[src/ic_pkg.sv]
package ic_pkg;

   // ****************************************
   // sizes
   // ****************************************
   localparam int IC_NUM_CNT = 3;

   // ****************************************
   // register offsets from the i/o base
   // ****************************************
   localparam logic [7:0] IC_OFS_DATA0 = 8'h18;
   localparam logic [7:0] IC_OFS_DATA1 = 8'h19;
   localparam logic [7:0] IC_OFS_DATA2 = 8'h1a;
   localparam logic [7:0] IC_OFS_CTRL  = 8'h1b;

   // ****************************************
   // control word and read-back field positions
   // ****************************************
   localparam int IC_CW_SEL_LSB   = 6;
   localparam int IC_CW_ACC_LSB   = 4;
   localparam int IC_CW_MODE_LSB  = 1;
   localparam int IC_CW_BCD_BIT   = 0;
   localparam int IC_RB_CNT_BIT   = 5;
   localparam int IC_RB_STA_BIT   = 4;
   localparam int IC_RB_PICK_LSB  = 1;
   localparam int IC_CFG_ACC_LSB  = 4;
   localparam int IC_CFG_MODE_LSB = 1;

   // ****************************************
   // field encodings
   // ****************************************
   localparam logic [1:0] IC_SEL_READBACK = 2'h3;
   localparam logic [1:0] IC_ACC_LATCH    = 2'h0;
   localparam logic [1:0] IC_ACC_LO       = 2'h1;
   localparam logic [1:0] IC_ACC_HI       = 2'h2;
   localparam logic [1:0] IC_ACC_BOTH     = 2'h3;
   localparam logic [2:0] IC_MODE0        = 3'h0;
   localparam logic [2:0] IC_MODE1        = 3'h1;

   // ****************************************
   // reset values and constants
   // ****************************************
   localparam logic [5:0]  IC_CFG_RST     = 6'h00;
   localparam logic [15:0] IC_COUNT_RST   = 16'h0000;
   localparam logic [15:0] IC_COUNT_ONE   = 16'h0001;
   localparam logic [7:0]  IC_BYTE_RST    = 8'h00;
   localparam logic [7:0]  IC_UNMAPPED_RD = 8'h00;

   // ****************************************
   // counter run state
   // ****************************************
   typedef enum logic [1:0]
   {
      IC_IDLE  = 2'b00,
      IC_ARMED = 2'b01,
      IC_RUN   = 2'b10,
      IC_HALT  = 2'b11
   } ic_run_e;

endpackage : ic_pkg

[src/ic_ce_if.sv]
`timescale 1ns/1ns
interface ic_ce_if;
   logic        load;
   logic [15:0] value;
   logic        dec;
   logic        bcd;
   logic [15:0] count;

   modport ctl
   (
      output load,
      output value,
      output dec,
      output bcd,
      input  count
   );

   modport elem
   (
      input  load,
      input  value,
      input  dec,
      input  bcd,
      output count
   );
endinterface : ic_ce_if

[src/ic_top.sv]
`timescale 1ns/1ns
// Summary of operation
// - four byte registers at 24..26 counter data, 27 control word
// - sixteen-bit counts move as low and high byte through the data port
// - control word: select 7:6, access 5:4, mode 3:1, decimal bit 0
// - select 00/01/10 picks counter 0/1/2; 11 means read-back command
// - access 00 latch, 01 low only, 10 high only, 11 low then high
// - mode codes 000 and 001 give modes 0 and 1; other codes are stored but never count
// - decimal bit 0 counts binary 0..65535, 1 counts decimal 0..9999
// - read-back bits 3,2,1 pick counters 2,1,0; bit 0 ignored
// - read-back with bit 5 low latches count of each picked counter
// - read-back with bit 4 low latches status of each picked counter
// - latched status read gives output, null flag, and programmed settings
// - null flag reads 1 once the written count reached the counting element
// - mode 0: output low on programming, high at terminal count
// - mode 0: counting continues past terminal count without reload
// - mode 0: first byte of rewrite halts, second byte restarts count
// - mode 1: output high, low on count after gate rise, high at end
// - mode 1: new count during pulse only used at next trigger
// - mode 1: reading the count never disturbs the pulse
// - mode 1: every gate rise restarts the full count
// - counter latch holds count in 16-bit register for following reads
module ic_top
(
   // system
   input  wire logic                     sys_clk,
   input  wire logic                     rstn,
   // register port
   input  wire logic [7:0]               reg_addr,
   input  wire logic [7:0]               reg_wdata,
   input  wire logic                     reg_wr,
   input  wire logic                     reg_rd,
   output      logic [7:0]               reg_rdata,
   // counter pins
   input  wire logic [ic_pkg::IC_NUM_CNT-1:0] cnt_clk_in,
   input  wire logic [ic_pkg::IC_NUM_CNT-1:0] cnt_gate_in,
   output      logic [ic_pkg::IC_NUM_CNT-1:0] cnt_out
);
   import ic_pkg::*;

   // ****************************************
   // address decode
   // ****************************************
   function automatic logic ic_is_data(input logic [7:0] a);
      return (a == IC_OFS_DATA0) || (a == IC_OFS_DATA1) || (a == IC_OFS_DATA2);
   endfunction : ic_is_data

   function automatic logic [1:0] ic_data_idx(input logic [7:0] a);
      logic [7:0] d;
      d = a - IC_OFS_DATA0;
      return d[1:0];
   endfunction : ic_data_idx

   logic       cw_wr;
   logic [1:0] cw_sel;
   logic [1:0] cw_acc;
   logic       cw_rb;
   logic       dat_wr_any;
   logic       dat_rd_any;
   logic [1:0] dat_idx;

   assign cw_wr      = reg_wr && (reg_addr == IC_OFS_CTRL);
   assign cw_sel     = reg_wdata[IC_CW_SEL_LSB +: 2];
   assign cw_acc     = reg_wdata[IC_CW_ACC_LSB +: 2];
   assign cw_rb      = cw_wr && (cw_sel == IC_SEL_READBACK);
   assign dat_wr_any = reg_wr && ic_is_data(reg_addr);
   assign dat_rd_any = reg_rd && ic_is_data(reg_addr);
   assign dat_idx    = ic_data_idx(reg_addr);

   logic [7:0] rd_byte [IC_NUM_CNT];

   // ****************************************
   // per-counter logic
   // ****************************************
   genvar gi;
   generate
      for (gi = 0; gi < IC_NUM_CNT; gi++)
      begin : g_cnt
         localparam logic [1:0] MY_SEL = 2'(gi);

         ic_ce_if ce_if ();

         ic_count_elem u_elem
         (
            .sys_clk (sys_clk),
            .rstn    (rstn),
            .ce      (ce_if.elem)
         );

         // ---- pin synchronisers, three stages each ----
         logic [2:0] clk_s_reg;
         logic [2:0] gate_s_reg;
         logic       clk_lvl_reg;
         logic       gate_lvl_reg;
         logic       tick;
         logic       gate_rise;

         always_ff @(posedge sys_clk or negedge rstn)
         begin
            if (!rstn)
            begin
               clk_s_reg  <= 3'h0;
               gate_s_reg <= 3'h0;
            end
            else
            begin
               clk_s_reg  <= {clk_s_reg[1:0], cnt_clk_in[gi]};
               gate_s_reg <= {gate_s_reg[1:0], cnt_gate_in[gi]};
            end
         end

         // a level only counts once stages two and three agree
         always_ff @(posedge sys_clk or negedge rstn)
         begin
            if (!rstn)
            begin
               clk_lvl_reg  <= 1'b0;
               gate_lvl_reg <= 1'b0;
            end
            else
            begin
               if (clk_s_reg[1] == clk_s_reg[2])
                  clk_lvl_reg <= clk_s_reg[2];
               if (gate_s_reg[1] == gate_s_reg[2])
                  gate_lvl_reg <= gate_s_reg[2];
            end
         end

         assign tick      = (clk_s_reg[1] == clk_s_reg[2]) && clk_s_reg[2] && !clk_lvl_reg;
         assign gate_rise = (gate_s_reg[1] == gate_s_reg[2]) && gate_s_reg[2]
                            && !gate_lvl_reg;

         // ---- bus events for this counter ----
         logic [5:0] cfg_reg;
         logic [1:0] acc;
         logic [2:0] mode;
         logic       cfg_hit;
         logic       latch_cmd;
         logic       stat_cmd;
         logic       dat_wr;
         logic       dat_rd;
         logic       wr_hi_reg;
         logic       wr_first;
         logic       wr_done;

         assign acc  = cfg_reg[IC_CFG_ACC_LSB +: 2];
         assign mode = cfg_reg[IC_CFG_MODE_LSB +: 3];

         assign cfg_hit   = cw_wr && (cw_sel == MY_SEL) && (cw_acc != IC_ACC_LATCH);
         assign latch_cmd = (cw_wr && (cw_sel == MY_SEL) && (cw_acc == IC_ACC_LATCH))
                            || (cw_rb && !reg_wdata[IC_RB_CNT_BIT]
                                && reg_wdata[IC_RB_PICK_LSB + gi]);
         assign stat_cmd  = cw_rb && !reg_wdata[IC_RB_STA_BIT]
                            && reg_wdata[IC_RB_PICK_LSB + gi];
         assign dat_wr    = dat_wr_any && (dat_idx == MY_SEL);
         assign dat_rd    = dat_rd_any && (dat_idx == MY_SEL);
         assign wr_first  = dat_wr && (acc == IC_ACC_BOTH) && !wr_hi_reg;
         assign wr_done   = dat_wr && ((acc != IC_ACC_BOTH) || wr_hi_reg);

         // all three mode bits are compared; only modes 0 and 1 are decoded
         logic is_m0;
         logic is_m1;
         assign is_m0 = (mode == IC_MODE0);
         assign is_m1 = (mode == IC_MODE1);

         // ---- programmed configuration ----
         always_ff @(posedge sys_clk or negedge rstn)
         begin
            if (!rstn)
               cfg_reg <= IC_CFG_RST;
            else if (cfg_hit)
               cfg_reg <= reg_wdata[5:0];
         end

         // ---- count register and write byte order ----
         logic [15:0] cr_reg;
         logic        have_cnt_reg;

         always_ff @(posedge sys_clk or negedge rstn)
         begin
            if (!rstn)
            begin
               cr_reg       <= IC_COUNT_RST;
               wr_hi_reg    <= 1'b0;
               have_cnt_reg <= 1'b0;
            end
            else if (cfg_hit)
            begin
               wr_hi_reg    <= 1'b0;
               have_cnt_reg <= 1'b0;
            end
            else if (dat_wr)
            begin
               case (acc)
                  IC_ACC_LO:   cr_reg <= {IC_BYTE_RST, reg_wdata};
                  IC_ACC_HI:   cr_reg <= {reg_wdata, IC_BYTE_RST};
                  IC_ACC_BOTH:
                  begin
                     if (wr_hi_reg)
                        cr_reg[15:8] <= reg_wdata;
                     else
                        cr_reg[7:0] <= reg_wdata;
                     wr_hi_reg <= !wr_hi_reg;
                  end
                  default:     cr_reg <= cr_reg;
               endcase
               if (wr_done)
                  have_cnt_reg <= 1'b1;
            end
         end

         // ---- run state ----
         ic_run_e run_reg;
         ic_run_e run_next;
         logic    do_load;
         logic    do_dec;

         always_comb
         begin
            run_next = run_reg;
            case (run_reg)
               IC_IDLE:
               begin
                  if (is_m0 && wr_done)
                     run_next = IC_ARMED;
                  else if (is_m1 && have_cnt_reg && gate_rise)
                     run_next = IC_ARMED;
               end
               IC_ARMED:
               begin
                  if (tick)
                     run_next = IC_RUN;
               end
               IC_RUN:
               begin
                  if (is_m0 && wr_first)
                     run_next = IC_HALT;
                  else if (is_m0 && wr_done)
                     run_next = IC_ARMED;
                  else if (is_m1 && gate_rise)
                     run_next = IC_ARMED;
               end
               IC_HALT:
               begin
                  if (wr_done)
                     run_next = IC_ARMED;
               end
               default: run_next = IC_IDLE;
            endcase
            if (cfg_hit)
               run_next = IC_IDLE;
         end

         always_ff @(posedge sys_clk or negedge rstn)
         begin
            if (!rstn)
               run_reg <= IC_IDLE;
            else
               run_reg <= run_next;
         end

         // mode 1 loads only at a trigger, so a later write waits for the next one
         assign do_load = (run_reg == IC_ARMED) && tick && !cfg_hit;
         assign do_dec  = (run_reg == IC_RUN) && tick && !cfg_hit
                          && !(is_m0 && wr_first);

         assign ce_if.load  = do_load;
         assign ce_if.value = cr_reg;
         assign ce_if.dec   = do_dec;
         assign ce_if.bcd   = cfg_reg[IC_CW_BCD_BIT];

         // ---- output pin ----
         logic out_reg;

         always_ff @(posedge sys_clk or negedge rstn)
         begin
            if (!rstn)
               out_reg <= 1'b1;
            else if (cfg_hit)
               out_reg <= (reg_wdata[IC_CW_MODE_LSB +: 3] != IC_MODE0);
            else if (is_m0 && wr_done)
               out_reg <= 1'b0;
            else if (is_m1 && do_load)
               out_reg <= 1'b0;
            else if (do_dec && (ce_if.count == IC_COUNT_ONE))
               out_reg <= 1'b1;
         end

         assign cnt_out[gi] = out_reg;

         // ---- null count flag ----
         // a load in the same cycle as a write wins; the load takes the old count and the write does not rearm
         logic null_reg;

         always_ff @(posedge sys_clk or negedge rstn)
         begin
            if (!rstn)
               null_reg <= 1'b0;
            else if (do_load)
               null_reg <= 1'b1;
            else if (cfg_hit || wr_done)
               null_reg <= 1'b0;
         end

         // ---- count latch ----
         logic [15:0] ol_reg;
         logic        ol_valid_reg;
         logic        rd_hi_reg;
         logic        st_valid_reg;
         logic [7:0]  st_reg;
         logic        rd_cnt;
         logic        rd_last;
         logic [15:0] rd_src;

         assign rd_cnt  = dat_rd && !st_valid_reg;
         assign rd_last = (acc != IC_ACC_BOTH) || rd_hi_reg;

         // a second latch before the first is read out is ignored
         always_ff @(posedge sys_clk or negedge rstn)
         begin
            if (!rstn)
            begin
               ol_reg       <= IC_COUNT_RST;
               ol_valid_reg <= 1'b0;
            end
            else if (cfg_hit)
               ol_valid_reg <= 1'b0;
            else if (latch_cmd && !ol_valid_reg)
            begin
               ol_reg       <= ce_if.count;
               ol_valid_reg <= 1'b1;
            end
            else if (rd_cnt && rd_last)
               ol_valid_reg <= 1'b0;
         end

         always_ff @(posedge sys_clk or negedge rstn)
         begin
            if (!rstn)
               rd_hi_reg <= 1'b0;
            else if (cfg_hit)
               rd_hi_reg <= 1'b0;
            else if (rd_cnt && (acc == IC_ACC_BOTH))
               rd_hi_reg <= !rd_hi_reg;
         end

         // ---- status latch ----
         always_ff @(posedge sys_clk or negedge rstn)
         begin
            if (!rstn)
            begin
               st_reg       <= IC_BYTE_RST;
               st_valid_reg <= 1'b0;
            end
            else if (stat_cmd && !st_valid_reg)
            begin
               st_reg       <= {out_reg, null_reg, cfg_reg};
               st_valid_reg <= 1'b1;
            end
            else if (dat_rd && st_valid_reg)
               st_valid_reg <= 1'b0;
         end

         // live reads only sample the count, so the pulse runs on untouched
         assign rd_src = ol_valid_reg ? ol_reg : ce_if.count;

         always_comb
         begin
            if (st_valid_reg)
               rd_byte[gi] = st_reg;
            else if ((acc == IC_ACC_HI) || ((acc == IC_ACC_BOTH) && rd_hi_reg))
               rd_byte[gi] = rd_src[15:8];
            else
               rd_byte[gi] = rd_src[7:0];
         end
      end
   endgenerate

   // ****************************************
   // read data
   // ****************************************
   // control port and unmapped offsets read back as zero
   always_ff @(posedge sys_clk or negedge rstn)
   begin
      if (!rstn)
         reg_rdata <= IC_UNMAPPED_RD;
      else if (reg_rd)
      begin
         if (dat_rd_any)
            reg_rdata <= rd_byte[dat_idx];
         else
            reg_rdata <= IC_UNMAPPED_RD;
      end
   end

endmodule : ic_top

[src/ic_count_elem.sv]
`timescale 1ns/1ns
module ic_count_elem
(
   // system
   input wire logic sys_clk,
   input wire logic rstn,
   // control side
   ic_ce_if.elem    ce
);
   import ic_pkg::*;

   // ****************************************
   // decimal decrement, digit by digit
   // ****************************************
   function automatic logic [15:0] ic_bcd_dec(input logic [15:0] v);
      logic [15:0] r;
      logic        borrow;
      r      = v;
      borrow = 1'b1;
      for (int k = 0; k < 4; k++)
      begin
         if (borrow)
         begin
            if (r[4*k +: 4] == 4'h0)
               r[4*k +: 4] = 4'h9;
            else
            begin
               r[4*k +: 4] = r[4*k +: 4] - 4'h1;
               borrow      = 1'b0;
            end
         end
      end
      return r;
   endfunction : ic_bcd_dec

   // ****************************************
   // counting element
   // ****************************************
   // wraps 0000 -> 9999 in decimal and 0000 -> ffff in binary
   always_ff @(posedge sys_clk or negedge rstn)
   begin
      if (!rstn)
         ce.count <= IC_COUNT_RST;
      else if (ce.load)
         ce.count <= ce.value;
      else if (ce.dec)
         ce.count <= ce.bcd ? ic_bcd_dec(ce.count) : ce.count - IC_COUNT_ONE;
   end

endmodule : ic_count_elem

[config.mk]
export PLATFORM = sky130hd
export DESIGN_NAME = ic_top
export DESIGN_NICKNAME = d
export VERILOG_FILES = /design/src/ic_pkg.sv /design/src/ic_ce_if.sv /design/src/ic_top.sv /design/src/ic_count_elem.sv
export SDC_FILE = /design/constraint.sdc
export NUM_CORES = 1
export LEC_CHECK = 0
export ABC_AREA = 1
export BUFFER_PORTS_ARGS = -buffer_cell sky130_fd_sc_hd__clkbuf_2
export CORE_MARGIN = 2
export CORE_UTILIZATION = 54
export DETAILED_ROUTE_END_ITERATION = 10
export PLACE_DENSITY = 0.71
export RECOVER_POWER = 50
export SLEW_MARGIN = 20
export SYNTH_ARGS = -nofsm -noshare
export SYNTH_HDL_FRONTEND = slang
export SYNTH_SLANG_ARGS = --single-unit
[constraint.sdc]
create_clock -name sys_clk -period 3.37 [get_ports sys_clk]
set_input_delay 0.674 -clock sys_clk [delete_from_list [all_inputs] [get_ports sys_clk]]
set_output_delay 0.674 -clock sys_clk [all_outputs]
set_load 0.005 [all_outputs]
==> impl_metrics.csv, run 1 <==
group,metric,value,unit
route,detailroute.via_count,12680,
clocking,cts_post_setup_buffers_inserted,0,
hold_path,hold_path.startpoint,"cnt_gate_in[1]",
worst_setup_path,worst-path-buf-inv,2,
global_route,gr-usage-all-layers,28.77,%
clocking,cts-root-buf,"sky130_fd_sc_hd__clkbuf_16",
worst_setup_path,critical_path_s_most_frequent_cell,"sky130_fd_sc_hd__clkbuf_2",
worst_setup_path,worstSetupStartpoint,"rstn",
worst_setup_path,critical_path.max_stage_delay,1.51,ns
global_route,antenna_found_initial,0,
worst_setup_path,crit_family,"buffers and inverters",
cells_and_area,drive_gt1_share,8.784,%
worst_setup_path,cp_data_required_time,3.96,ns
sta,rsz0062_at_grt,"false",
cells_and_area,fill_cell_total_of_the_finished_layout,2280,
logic_synthesis,ys_dominant_reg_cell,"sky130_fd_sc_hd__dfrtp_1",
logic_synthesis,async_reset_ff_share,100.0,%
clocking,worst_setup_hold_path_clk_slew,0.06,ns
clocking,clock-sinks,245,
worst_setup_path,timing.critical_path.slowest_stage_cell,"sky130_fd_sc_hd__clkbuf_2",
logic_synthesis,synth-warning-count,0,
route,avgRoutedWirePerCell,16.79,um
worst_setup_path,crit_type,"in -> async",
route,drt_first_iter_violations,1323,
placed_design,place_congestion,0.8855,
hold_path,timing.hold.worst.class,"in -> reg",
floorplan,floorplan.die.width,164.4,um
logic_synthesis,synth_cells,1882,
route,ant_nets,0,
clocking,cts_inserted_buffers,27,
logic_synthesis,synth_cell_types,48,
global_route,grt_start_max_net_pins,80,
route,wirelength,37.85,mm
placed_design,post-dp-hpwl,27.43,mm
sta,finalSetupTns,0,ns
logic_synthesis,syn-num-nets,1937,
logic_synthesis,postSynthRegisterBits,245,
clocking,tritoncts_clock_tree,"built",
global_route,first_global_vias,11820,
cells_and_area,sequential_cell_area,6135,um^2
worst_setup_path,critical_path_peak_fanout,79,
floorplan,rows,58,
status,outcome,"complete, but fails checks",
clocking,insertion_delay,0.55,ns
clocking,cts_resized,0,
sta,setup_viol,0,
cells_and_area,multi_input_area,6623,um^2
cells_and_area,final_net_count,1958,
logic_synthesis,syn-cell-area,13890,um^2
floorplan,dieArea,27020,um^2
cells_and_area,insertedDiodeCount,0,
worst_setup_path,crit_path_start_kind,"input pin",
clocking,h_tree_level_count,1,
clocking,ctsHoldBuffers,0,
global_route,grt_remaining_overflow,0,
sta,period_minus_slack,2.453,ns
route,routed_via_count_divided_by_cell_count,5.627,
sta,post-route-period-util,72.78,%
route,remaining_drc_errors,0,
sta,finalWorstSetupSlack,0.9174,ns
worst_setup_path,critPathArrivalTime,3.04,ns
sta,max-slew-margin-rel,-48.03,%
floorplan,core-area,25180,um^2
placed_design,placement.io_buffers,36,
sta,timing_hold_violations_final,0,
placed_design,preCtsSetupSlack,0.6004,ns
sta,final.setup_skew,0.01912,ns
sta,worst-slew-pin-transition,2.221,ns
sta,finalMaxSlewViolations,79,
global_route,wire_length_of_the_first_global_routing_pass,61.51,mm
job,max_cap_viol_count,1,
floorplan,pin_count,37,
power,worst_ir_drop_vdd,0.5216,mV
status,failed_checks,"max-capacitance violations, max-slew violations",
logic_synthesis,ys_seq_area_share,44.18,%
route,drtPass1Iterations,5,
clocking,maximum_root_to_sink_buffer_count,3,
sta,final.hold.worst_slack,0.2288,ns
cells_and_area,syn_to_final_growth,9.028,%
power,power.leakage,7.637,nW
floorplan,initial_core_utilization,55.15,%
worst_setup_path,worst_r2r_startpoint,"g_cnt[2].clk_s_reg[2]$_DFF_PN0_",
power,power_per_cell_area,649.5,nW/um^2
floorplan,floorplan.die.height,164.4,um
logic_synthesis,syn-mean-instance-area,7.379,um^2
worst_setup_path,crit_chain,"clkbuf_2 > clkbuf_2",
logic_synthesis,synth_edf_count,0,
worst_setup_path,crit_path_end_kind,"asynchronous set/reset pin",
sta,clock.fmax,407.7,MHz
[worst register-to-register path, cell delays in order, from the launching register on]
cell	delay, ns
sky130_fd_sc_hd__dfrtp_1	0.35
sky130_fd_sc_hd__ha_1	0.14
sky130_fd_sc_hd__inv_1	0.04
sky130_fd_sc_hd__nor2_1	0.57
sky130_fd_sc_hd__nand3_2	0.44
sky130_fd_sc_hd__buf_4	0.33
sky130_fd_sc_hd__nand3_1	0.09
sky130_fd_sc_hd__nand2_2	0.10
sky130_fd_sc_hd__inv_2	0.10
sky130_fd_sc_hd__nand2_1	0.06
sky130_fd_sc_hd__nand2_1	0.06
[path summary, 6_finish.rpt]
| path | slack (ns) | cells past startpoint | to |
|---|---|---|---|
| min in group asynchronous | 0.76 | 1 | g_cnt[1].u_elem.ce.count[11]$_DFFE_PN0P_ |
| min reg2reg | 0.35 | 0 | g_cnt[2].gate_s_reg[1]$_DFF_PN0_ |
| min | 0.23 | 1 | g_cnt[1].gate_s_reg[0]$_DFF_PN0_ |
| max in group sys_clk | 1.03 | 10 | g_cnt[2].u_elem.ce.count[7]$_DFFE_PN0P_ |
| max | 0.92 | 2 | g_cnt[1].null_reg$_DFFE_PN0P_ |
| max reg2reg | 1.03 | 10 | g_cnt[2].u_elem.ce.count[7]$_DFFE_PN0P_ |
[cell families (layout without fill, tap and decap cells)]
family,count (synthesis),after routing,share of synthesized area [%]
AND/OR/NAND/NOR,970,970,30.04
AO/OA/AOI/OAI,352,352,13.88
buffers and inverters,269,311,8.136
flip-flops,245,245,44.18
adder cells (fa/ha/maj),29,29,2.613
XOR/XNOR,12,12,0.7568
multiplexers,5,5,0.4054
[layout by cell type, fill, tap and decap left out, drive strengths merged, types with 9 or more instances in the layout]
cell and count:
ha 29, xor2 11, buf 17, a21oi 59
clkbuf 77, nand2 607, o22ai 13, clkinv 9
nor3 12, dfrtp 242, nand3 172, o211ai 16
inv 204, nor2 148, nand4 21, o21ai 250
[Yosys cell counts, drive strengths merged, types with 2 or more instances]
cell,instances,area (um^2)
clkbuf,32,121.4
ha,29,362.9
nor3b,2,15.01
o31ai,5,37.54
mux2,5,56.30
or2,2,12.51
nor3,12,65.06
nand3b,4,30.03
nand3,172,940.9
inv,203,764.5
xor2,11,96.34
nor4,2,27.53
clkinv,2,7.510
nor2,148,608.1
nand2,607,2326
buf,32,236.5
a31oi,3,18.77
o21ai,250,1304
dfstp,3,78.83
o211ai,16,120.1
a21oi,59,317.8
a22oi,2,15.01
o22ai,13,81.33
nand4,21,146.4
dfrtp,242,6056
[per-layer routing]
metal / GRT usage, % / wire (um) / vias up
li1: - / - / 6150
met1: 40.70 / 16880 / 6022
met2: 46.04 / 17500 / 430
met3: 3.636 / 2323 / 81
met4: 9.370 / 1153 / 0
met5: 0 / 0 / -
[where the power goes]
| part | internal [mW] | switching, mW |
|---|---|---|
| logic | 1.06 | 2.08 |
| registers | 3.28 | 0.531 |
| clock network | 1.66 | 1.22 |
[area by class of cell]
type                    count  share of cell area [%]
clock buffers              38                   5.066
flip-flops and latches    245                   40.52
well taps                 330                   2.727
multi-input cells        1368                   43.74
inverters                 205                   5.099
repair buffers             56                   2.215
clock inverters            12                  0.6363
[per-stage QoR]
stage	utilization [%]	total power, mW	area (um^2)	instances
final	60.13	9.834	15140	2254
after global placement	56.77	6.868	14300	2204
after CTS	60.20	9.839	15160	2254
after global routing	60.13	10.53	15140	2254
after floorplan	-	6.071	13890	1882
after detailed placement	56.77	6.929	14300	2204
(Power assumes the default switching activity.)
==> run 2: changes to the inputs <==
--- a/config.mk
+++ b/config.mk
@@ -10,7 +10,7 @@
 export CORE_MARGIN = 2
 export CORE_UTILIZATION = 54
 export DETAILED_ROUTE_END_ITERATION = 10
-export PLACE_DENSITY = 0.71
+export PLACE_DENSITY = 0.73
 export RECOVER_POWER = 50
 export SLEW_MARGIN = 20
 export SYNTH_ARGS = -nofsm -noshare
==> constraint.sdc (replaced) <==
create_clock -name sys_clk -period 2.1 [get_ports sys_clk]
set_input_delay 0.42 -clock sys_clk [delete_from_list [all_inputs] [get_ports sys_clk]]
set_output_delay 0.42 -clock sys_clk [all_outputs]
set_load 0.005 [all_outputs]
==> impl_metrics.csv, run 2 (synthesis gave the netlist of run 1 again) <==
group,metric,value,unit
hold_path,hold_path.startpoint,"reg_wdata[0]",
placed_design,placedInstanceArea,15280,um^2
sta,setup_viol,0,
sta,clock.fmax,518.9,MHz
worst_setup_path,critPathArrivalTime,2.37,ns
worst_setup_path,cp_data_required_time,2.54,ns
worst_setup_path,crit_chain,"inv_1 > ha_1 > nand2_1 > nor2_1 > inv_1 > o21ai_0 > nand3_1 > nand3_1 > o21ai_0 > nand2_1 > nand2_1",
job,max_cap_viol_count,0,
sta,max-slew-margin-rel,35.76,%
clocking,tritoncts_clock_tree,"built",
sta,finalWorstSetupSlack,0.1730,ns
floorplan,core-area,25180,um^2
worst_setup_path,crit_path_start_kind,"flip-flop",
cells_and_area,final_common_cell,"sky130_fd_sc_hd__nand2_1",
route,routed_via_count_divided_by_cell_count,5.503,
clocking,clock-sinks,245,
route,drtPass1Iterations,7,
worst_setup_path,worst_r2r_path_depth,11,
worst_setup_path,crit_type,"reg -> reg",
clocking,h_tree_level_count,1,
floorplan,floorplan.die.height,164.4,um
placed_design,place_congestion,0.9306,
worst_setup_path,critical_path_peak_fanout,6,
cells_and_area,multi_input_area,6633,um^2
global_route,first_global_vias,12280,
worst_setup_path,crit_path_end_kind,"flip-flop",
global_route,use_met2,46.69,%
cells_and_area,final_core_utilization,64.35,%
route,ant_nets,0,
sta,timing_hold_violations_final,0,
global_route,grt_start_max_net_pins,68,
sta,final.setup_skew,0.01161,ns
cells_and_area,most-common-layout-cells,"sky130_fd_sc_hd__nand2_1 (594), sky130_fd_sc_hd__dfrtp_1 (242), sky130_fd_sc_hd__o21ai_0 (227), sky130_fd_sc_hd__inv_1 (198), sky130_fd_sc_hd__nand3_1 (159)",
global_route,grt_remaining_overflow,0,
global_route,gr-usage-all-layers,29.24,%
worst_setup_path,critical_path_s_most_frequent_cell,"sky130_fd_sc_hd__nand2_1",
placed_design,post-dp-hpwl,28.76,mm
floorplan,dieArea,27020,um^2
floorplan,initial_core_utilization,55.15,%
cells_and_area,fill_cell_total_of_the_finished_layout,2206,
clocking,maximum_root_to_sink_buffer_count,3,
worst_setup_path,worstSetupStartpoint,"g_cnt[0].u_elem.ce.count[1]$_DFFE_PN0P_",
floorplan,floorplan.die.width,164.4,um
cells_and_area,final_cell_area,16200,um^2
power,power_per_cell_area,1026,nW/um^2
clocking,insertion_delay,0.55,ns
hold_path,timing.hold.worst.class,"in -> reg",
placed_design,preCtsSetupSlack,-0.03797,ns
route,detailroute.via_count,13040,
cells_and_area,insertedDiodeCount,0,
cells_and_area,final_net_count,2072,
status,outcome,"completed",
power,worst_ir_drop_vdd,0.7235,mV
global_route,wire_length_of_the_first_global_routing_pass,62.42,mm
clocking,cts_post_setup_buffers_inserted,0,
cells_and_area,sequential_cell_area,6135,um^2
worst_setup_path,worst_r2r_startpoint,"g_cnt[0].u_elem.ce.count[1]$_DFFE_PN0P_",
global_route,grtUsageMet1,41.08,%
clocking,worst_setup_hold_path_clk_slew,0.06,ns
sta,finalMaxSlewViolations,0,
power,power.leakage,8.262,nW
sta,rsz0062_at_grt,"true",
cells_and_area,finalNonFillerCells,2369,
hold_path,holdPathStages,3,
worst_setup_path,critical_path.max_stage_delay,0.39,ns
route,drt_first_iter_violations,1201,
worst_setup_path,worst-r2r-setup-slack,0.17,ns
cells_and_area,syn_to_final_growth,16.69,%
route,wirelength,38.41,mm
floorplan,pin_count,37,
power,design_power_total,16.63,mW
global_route,antenna_found_initial,0,
clocking,cts_inserted_buffers,28,
sta,post-route-period-util,91.76,%
route,remaining_drc_errors,0,
global_route,grt_busiest_layer,"met2",
clocking,cts-root-buf,"sky130_fd_sc_hd__clkbuf_16",
cells_and_area,drive_gt1_share,13.29,%
sta,period_minus_slack,1.927,ns
worst_setup_path,timing.critical_path.slowest_stage_cell,"sky130_fd_sc_hd__dfrtp_1",
placed_design,placement.io_buffers,36,
sta,worst-slew-pin-transition,0.9636,ns
floorplan,rows,58,
global_route,groute.layer.met3.usage,3.889,%
placed_design,place.detailed.instances,2310,
route,avgRoutedWirePerCell,16.21,um
==> run 2: changes by cell type in the layout (fill, tap and decap cells not counted), moves of 4 or more <==
cell and change:
sky130_fd_sc_hd__buf_12 +9, sky130_fd_sc_hd__buf_4 +88, sky130_fd_sc_hd__clkbuf_8 +4, sky130_fd_sc_hd__clkbuf_1 +7, sky130_fd_sc_hd__dlygate4sd3_1 +7
==> run 2: final cells by class <==
type                       count  share of cell area [%]
tap                          330                   2.548
clock inverter                 7                  0.5251
multi-input combinational   1368                   40.93
sequential                   245                   37.86
clock buffer                  45                   5.405
timing repair buffer         169                   7.969
inverter                     205                   4.764
==> run 2: worst max-delay path: cells and delay by family, from the launching register on <==
family / cells / cell delay, ns
AOI/OAI and AO/OA: 2 / 0.23
adders and majority gates: 1 / 0.22
buffers and inverters: 2 / 0.30
DFF: 1 / 0.39
and+or+nand+nor: 6 / 0.69
==> run 2: final timing paths <==
check	end
max	g_cnt[0].u_elem.ce.count[10]$_DFFE_PN0P_
min	g_cnt[0].ce_if.value[0]$_DFFE_PN0P_
max reg2reg	g_cnt[0].u_elem.ce.count[10]$_DFFE_PN0P_
min reg2reg	g_cnt[1].clk_s_reg[1]$_DFF_PN0_
max in group asynchronous	g_cnt[0].ce_if.value[6]$_DFFE_PN0P_
min in group asynchronous	g_cnt[1].ce_if.value[9]$_DFFE_PN0P_
==> run 2: per-layer routing <==
metal | vias up | part of all wire (%)
li1 | 6369 | -
met1 | 6106 | 44
met2 | 469 | 46
met3 | 93 | 6.7
met4 | 0 | 3.2
met5 | - | 0
==> run 2: power by group <==
part	internal, mW	switching (mW)	total, mW
sequential	5.26	0.645	5.91
clock	3.08	1.94	5.01
combinational	2.07	3.65	5.71
total	10.4	6.23	16.6
==> run 2: stage by stage <==
| step | setup TNS, ns | hold WS, ns |
|---|---|---|
| 2_1_floorplan | 0 | 0.1244 |
| 3_3_place_gp | -0.04789 | 0.3326 |
| 5_1_grt | -0.09300 | 0.1788 |
| 6_report | 0 | 0.1433 |
| 3_5_place_dp | -0.4011 | 0.3347 |
| 4_1_cts | 0 | 0.1225 |
==> run 2: timing repair <==
action                                  in CTS  in global routing
hold buffers                                 7                  0
gates resized for setup                      0                  3
hold endpoints to repair                    61                  0
endpoints found under the setup margin       0                  8
==> run 3: changes to the inputs <==
--- a/config.mk
+++ b/config.mk
@@ -10,7 +10,7 @@
 export CORE_MARGIN = 2
 export CORE_UTILIZATION = 54
 export DETAILED_ROUTE_END_ITERATION = 10
-export PLACE_DENSITY = 0.73
+export PLACE_DENSITY = 0.71
 export RECOVER_POWER = 50
 export SLEW_MARGIN = 20
 export SYNTH_ARGS = -nofsm -noshare
==> constraint.sdc (replaced) <==
create_clock -name sys_clk -period 2.5 [get_ports sys_clk]
set_input_delay 0.5 -clock sys_clk [delete_from_list [all_inputs] [get_ports sys_clk]]
set_output_delay 0.5 -clock sys_clk [all_outputs]
set_load 0.005 [all_outputs]
==> impl_metrics.csv, run 3 (synthesis gave the netlist of run 1 again) <==
group,metric,value,unit
status,outcome,"completed",
route,route.met3.wl,2.474,mm
sta,max-slew-margin-rel,27.97,%
sta,post-route-period-util,82.08,%
floorplan,pin_count,37,
cells_and_area,final_core_utilization,62.21,%
hold_path,hold_path.startpoint,"cnt_gate_in[0]",
hold_path,timing.hold.worst.class,"in -> reg",
floorplan,floorplan.die.height,164.4,um
floorplan,core-area,25180,um^2
worst_setup_path,crit_chain,"nand2_1 > inv_1 > nand2_1 > nor2_1 > nand4_1 > nand2_1 > o21ai_2 > nand2_1 > nand2_1 > nand2_1",
global_route,gr-usage-all-layers,29.54,%
power,worst_ir_drop_vdd,0.5464,mV
sta,finalSetupTns,0,ns
cells_and_area,insertedDiodeCount,0,
clocking,cts_post_setup_buffers_inserted,0,
floorplan,dieArea,27020,um^2
global_route,antenna_found_initial,0,
route,wirelength,38.28,mm
worst_setup_path,cp_data_required_time,2.93,ns
route,top_signal_layer_used,"met4",
worst_setup_path,crit_path_start_kind,"flip-flop",
sta,clock.fmax,487.3,MHz
route,drtPass1Iterations,7,
sta,worst-slew-pin-transition,1.080,ns
global_route,grt_start_max_net_pins,72,
cells_and_area,final_common_cell,"sky130_fd_sc_hd__nand2_1",
power,power_per_cell_area,896.6,nW/um^2
route,ant_nets,0,
placed_design,placement.io_buffers,36,
worst_setup_path,worst_r2r_startpoint,"g_cnt[1].cfg_reg[4]$_DFFE_PN0P_",
worst_setup_path,critical_path_s_most_frequent_cell,"sky130_fd_sc_hd__nand2_1",
worst_setup_path,worst-r2r-setup-slack,0.45,ns
clocking,h_tree_level_count,1,
route,routed_via_count_divided_by_cell_count,5.616,
worst_setup_path,critical_path_peak_fanout,14,
route,avgRoutedWirePerCell,16.71,um
sta,setup_viol,0,
power,power.leakage,7.917,nW
worst_setup_path,crit_type,"reg -> reg",
worst_setup_path,critical_path.max_stage_delay,0.53,ns
route,detailroute.via_count,12870,
clocking,cts-root-buf,"sky130_fd_sc_hd__clkbuf_16",
worst_setup_path,worst_r2r_path_depth,10,
clocking,insertion_delay,0.54,ns
route,detailroute.wirelength.met2,17.55,mm
floorplan,initial_core_utilization,55.15,%
placed_design,place_congestion,0.9159,
sta,finalMaxSlewViolations,0,
cells_and_area,fill_cell_total_of_the_finished_layout,2267,
worst_setup_path,regToRegEndpoint,"g_cnt[1].u_elem.ce.count[14]$_DFFE_PN0P_",
cells_and_area,most-common-layout-cells,"sky130_fd_sc_hd__nand2_1 (594), sky130_fd_sc_hd__dfrtp_1 (242), sky130_fd_sc_hd__o21ai_0 (227), sky130_fd_sc_hd__inv_1 (198), sky130_fd_sc_hd__nand3_1 (159)",
clocking,clock-sinks,245,
clocking,tritoncts_clock_tree,"built",
route,remaining_drc_errors,0,
route,drt_first_iter_violations,1083,
sta,timing_hold_violations_final,0,
power,design_power_total,14.04,mW
clocking,cts_inserted_buffers,28,
sta,final.setup_skew,0.007045,ns
cells_and_area,final_net_count,1995,
worst_setup_path,critPathArrivalTime,2.48,ns
placed_design,post-dp-hpwl,28.38,mm
route,wirelength_met1,16.70,mm
floorplan,floorplan.die.width,164.4,um
global_route,grt_remaining_overflow,0,
job,max_cap_viol_count,0,
sta,period_minus_slack,2.052,ns
hold_path,holdPathStages,1,
clocking,worst_setup_hold_path_clk_slew,0.06,ns
clocking,maximum_root_to_sink_buffer_count,3,
worst_setup_path,crit_family,"simple AND/OR/NAND/NOR gates",
worst_setup_path,crit_path_end_kind,"flip-flop",
sta,rsz0062_at_grt,"false",
global_route,wire_length_of_the_first_global_routing_pass,63.22,mm
worst_setup_path,timing.critical_path.slowest_stage_cell,"sky130_fd_sc_hd__o21ai_2",
cells_and_area,syn_to_final_growth,12.80,%
cells_and_area,drive_gt1_share,10.45,%
floorplan,rows,58,
hold_path,min_delay_worst_endpoint,"g_cnt[0].gate_s_reg[0]$_DFF_PN0_",
global_route,first_global_vias,12240,
worst_setup_path,worst-path-buf-inv,1,
==> run 3: cell count changes in the layout (fill, tap and decap cells not counted), moves of 2 or more <==
cell	change
sky130_fd_sc_hd__clkinvlp_4	+2
sky130_fd_sc_hd__dlygate4sd3_1	-6
sky130_fd_sc_hd__clkbuf_8	-4
sky130_fd_sc_hd__clkbuf_1	-7
sky130_fd_sc_hd__clkbuf_4	-2
sky130_fd_sc_hd__clkinv_2	-3
sky130_fd_sc_hd__bufinv_16	+4
sky130_fd_sc_hd__clkinv_4	+2
sky130_fd_sc_hd__clkbuf_2	-3
sky130_fd_sc_hd__buf_4	-58
sky130_fd_sc_hd__buf_12	-3
==> run 3: worst max path at each step <==
stage / start / to / depth (start not counted)
2_1_floorplan: reg_addr[3] / g_cnt[1].ol_reg[11]$_DFFE_PN0P_ / 12
3_3_place_gp: reg_addr[1] / g_cnt[1].ce_if.value[11]$_DFFE_PN0P_ / 9
3_5_place_dp: reg_addr[3] / g_cnt[0].ol_valid_reg$_DFFE_PN0P_ / 12
5_1_grt: g_cnt[1].cfg_reg[4]$_DFFE_PN0P_ / g_cnt[1].u_elem.ce.count[13]$_DFFE_PN0P_ / 10
6_report: g_cnt[1].cfg_reg[4]$_DFFE_PN0P_ / g_cnt[1].u_elem.ce.count[14]$_DFFE_PN0P_ / 10
4_1_cts: g_cnt[1].cfg_reg[4]$_DFFE_PN0P_ / g_cnt[1].u_elem.ce.count[14]$_DFFE_PN0P_ / 10
==> run 3: timing repair <==
item                      4_1_cts  5_1_grt
hold buffers                    1        0
gates resized for setup         0        0
hold endpoints to repair       64        0
==> run 3: through the flow <==
step,setup slack [ns],area [um^2],std cells,hold WS [ns]
after floorplan,0.6230,13890,1882,0.2044
after CTS,0.4744,15690,2291,0.04988
final,0.4479,15670,2291,0.06059
after global placement,0.1832,14650,2239,0.3336
after detailed placement,0.1382,14650,2239,0.3418
after global routing,0.1977,15670,2291,0.04882
==> run 3: power breakdown <==
part,switching (mW),leakage [nW],total [mW],internal (mW)
clock network,1.66,0.500,4.54,2.88
registers,0.662,3.03,5.08,4.42
logic,2.90,4.38,4.43,1.53
total,5.22,7.92,14.0,8.82
==> run 3: routing by layer <==
layer	vias to the layer above	GRT usage [%]
met1	6099	41.12
met3	105	4.268
met4	0	11.28
li1	6239	-
met2	423	46.84
met5	-	0
==> run 3: final cells by class <==
| cell class | count | area (um^2) | share of cell area [%] |
|---|---|---|---|
| sequential | 245 | 6135 | 39.16 |
| inverter | 205 | 772.0 | 4.928 |
| multi-input combinational | 1368 | 6623 | 42.28 |
| clock inverter | 12 | 222.7 | 1.422 |
| clock buffer | 39 | 813.3 | 5.192 |
| timing repair buffer | 92 | 686.9 | 4.385 |
| tap | 330 | 412.9 | 2.636 |
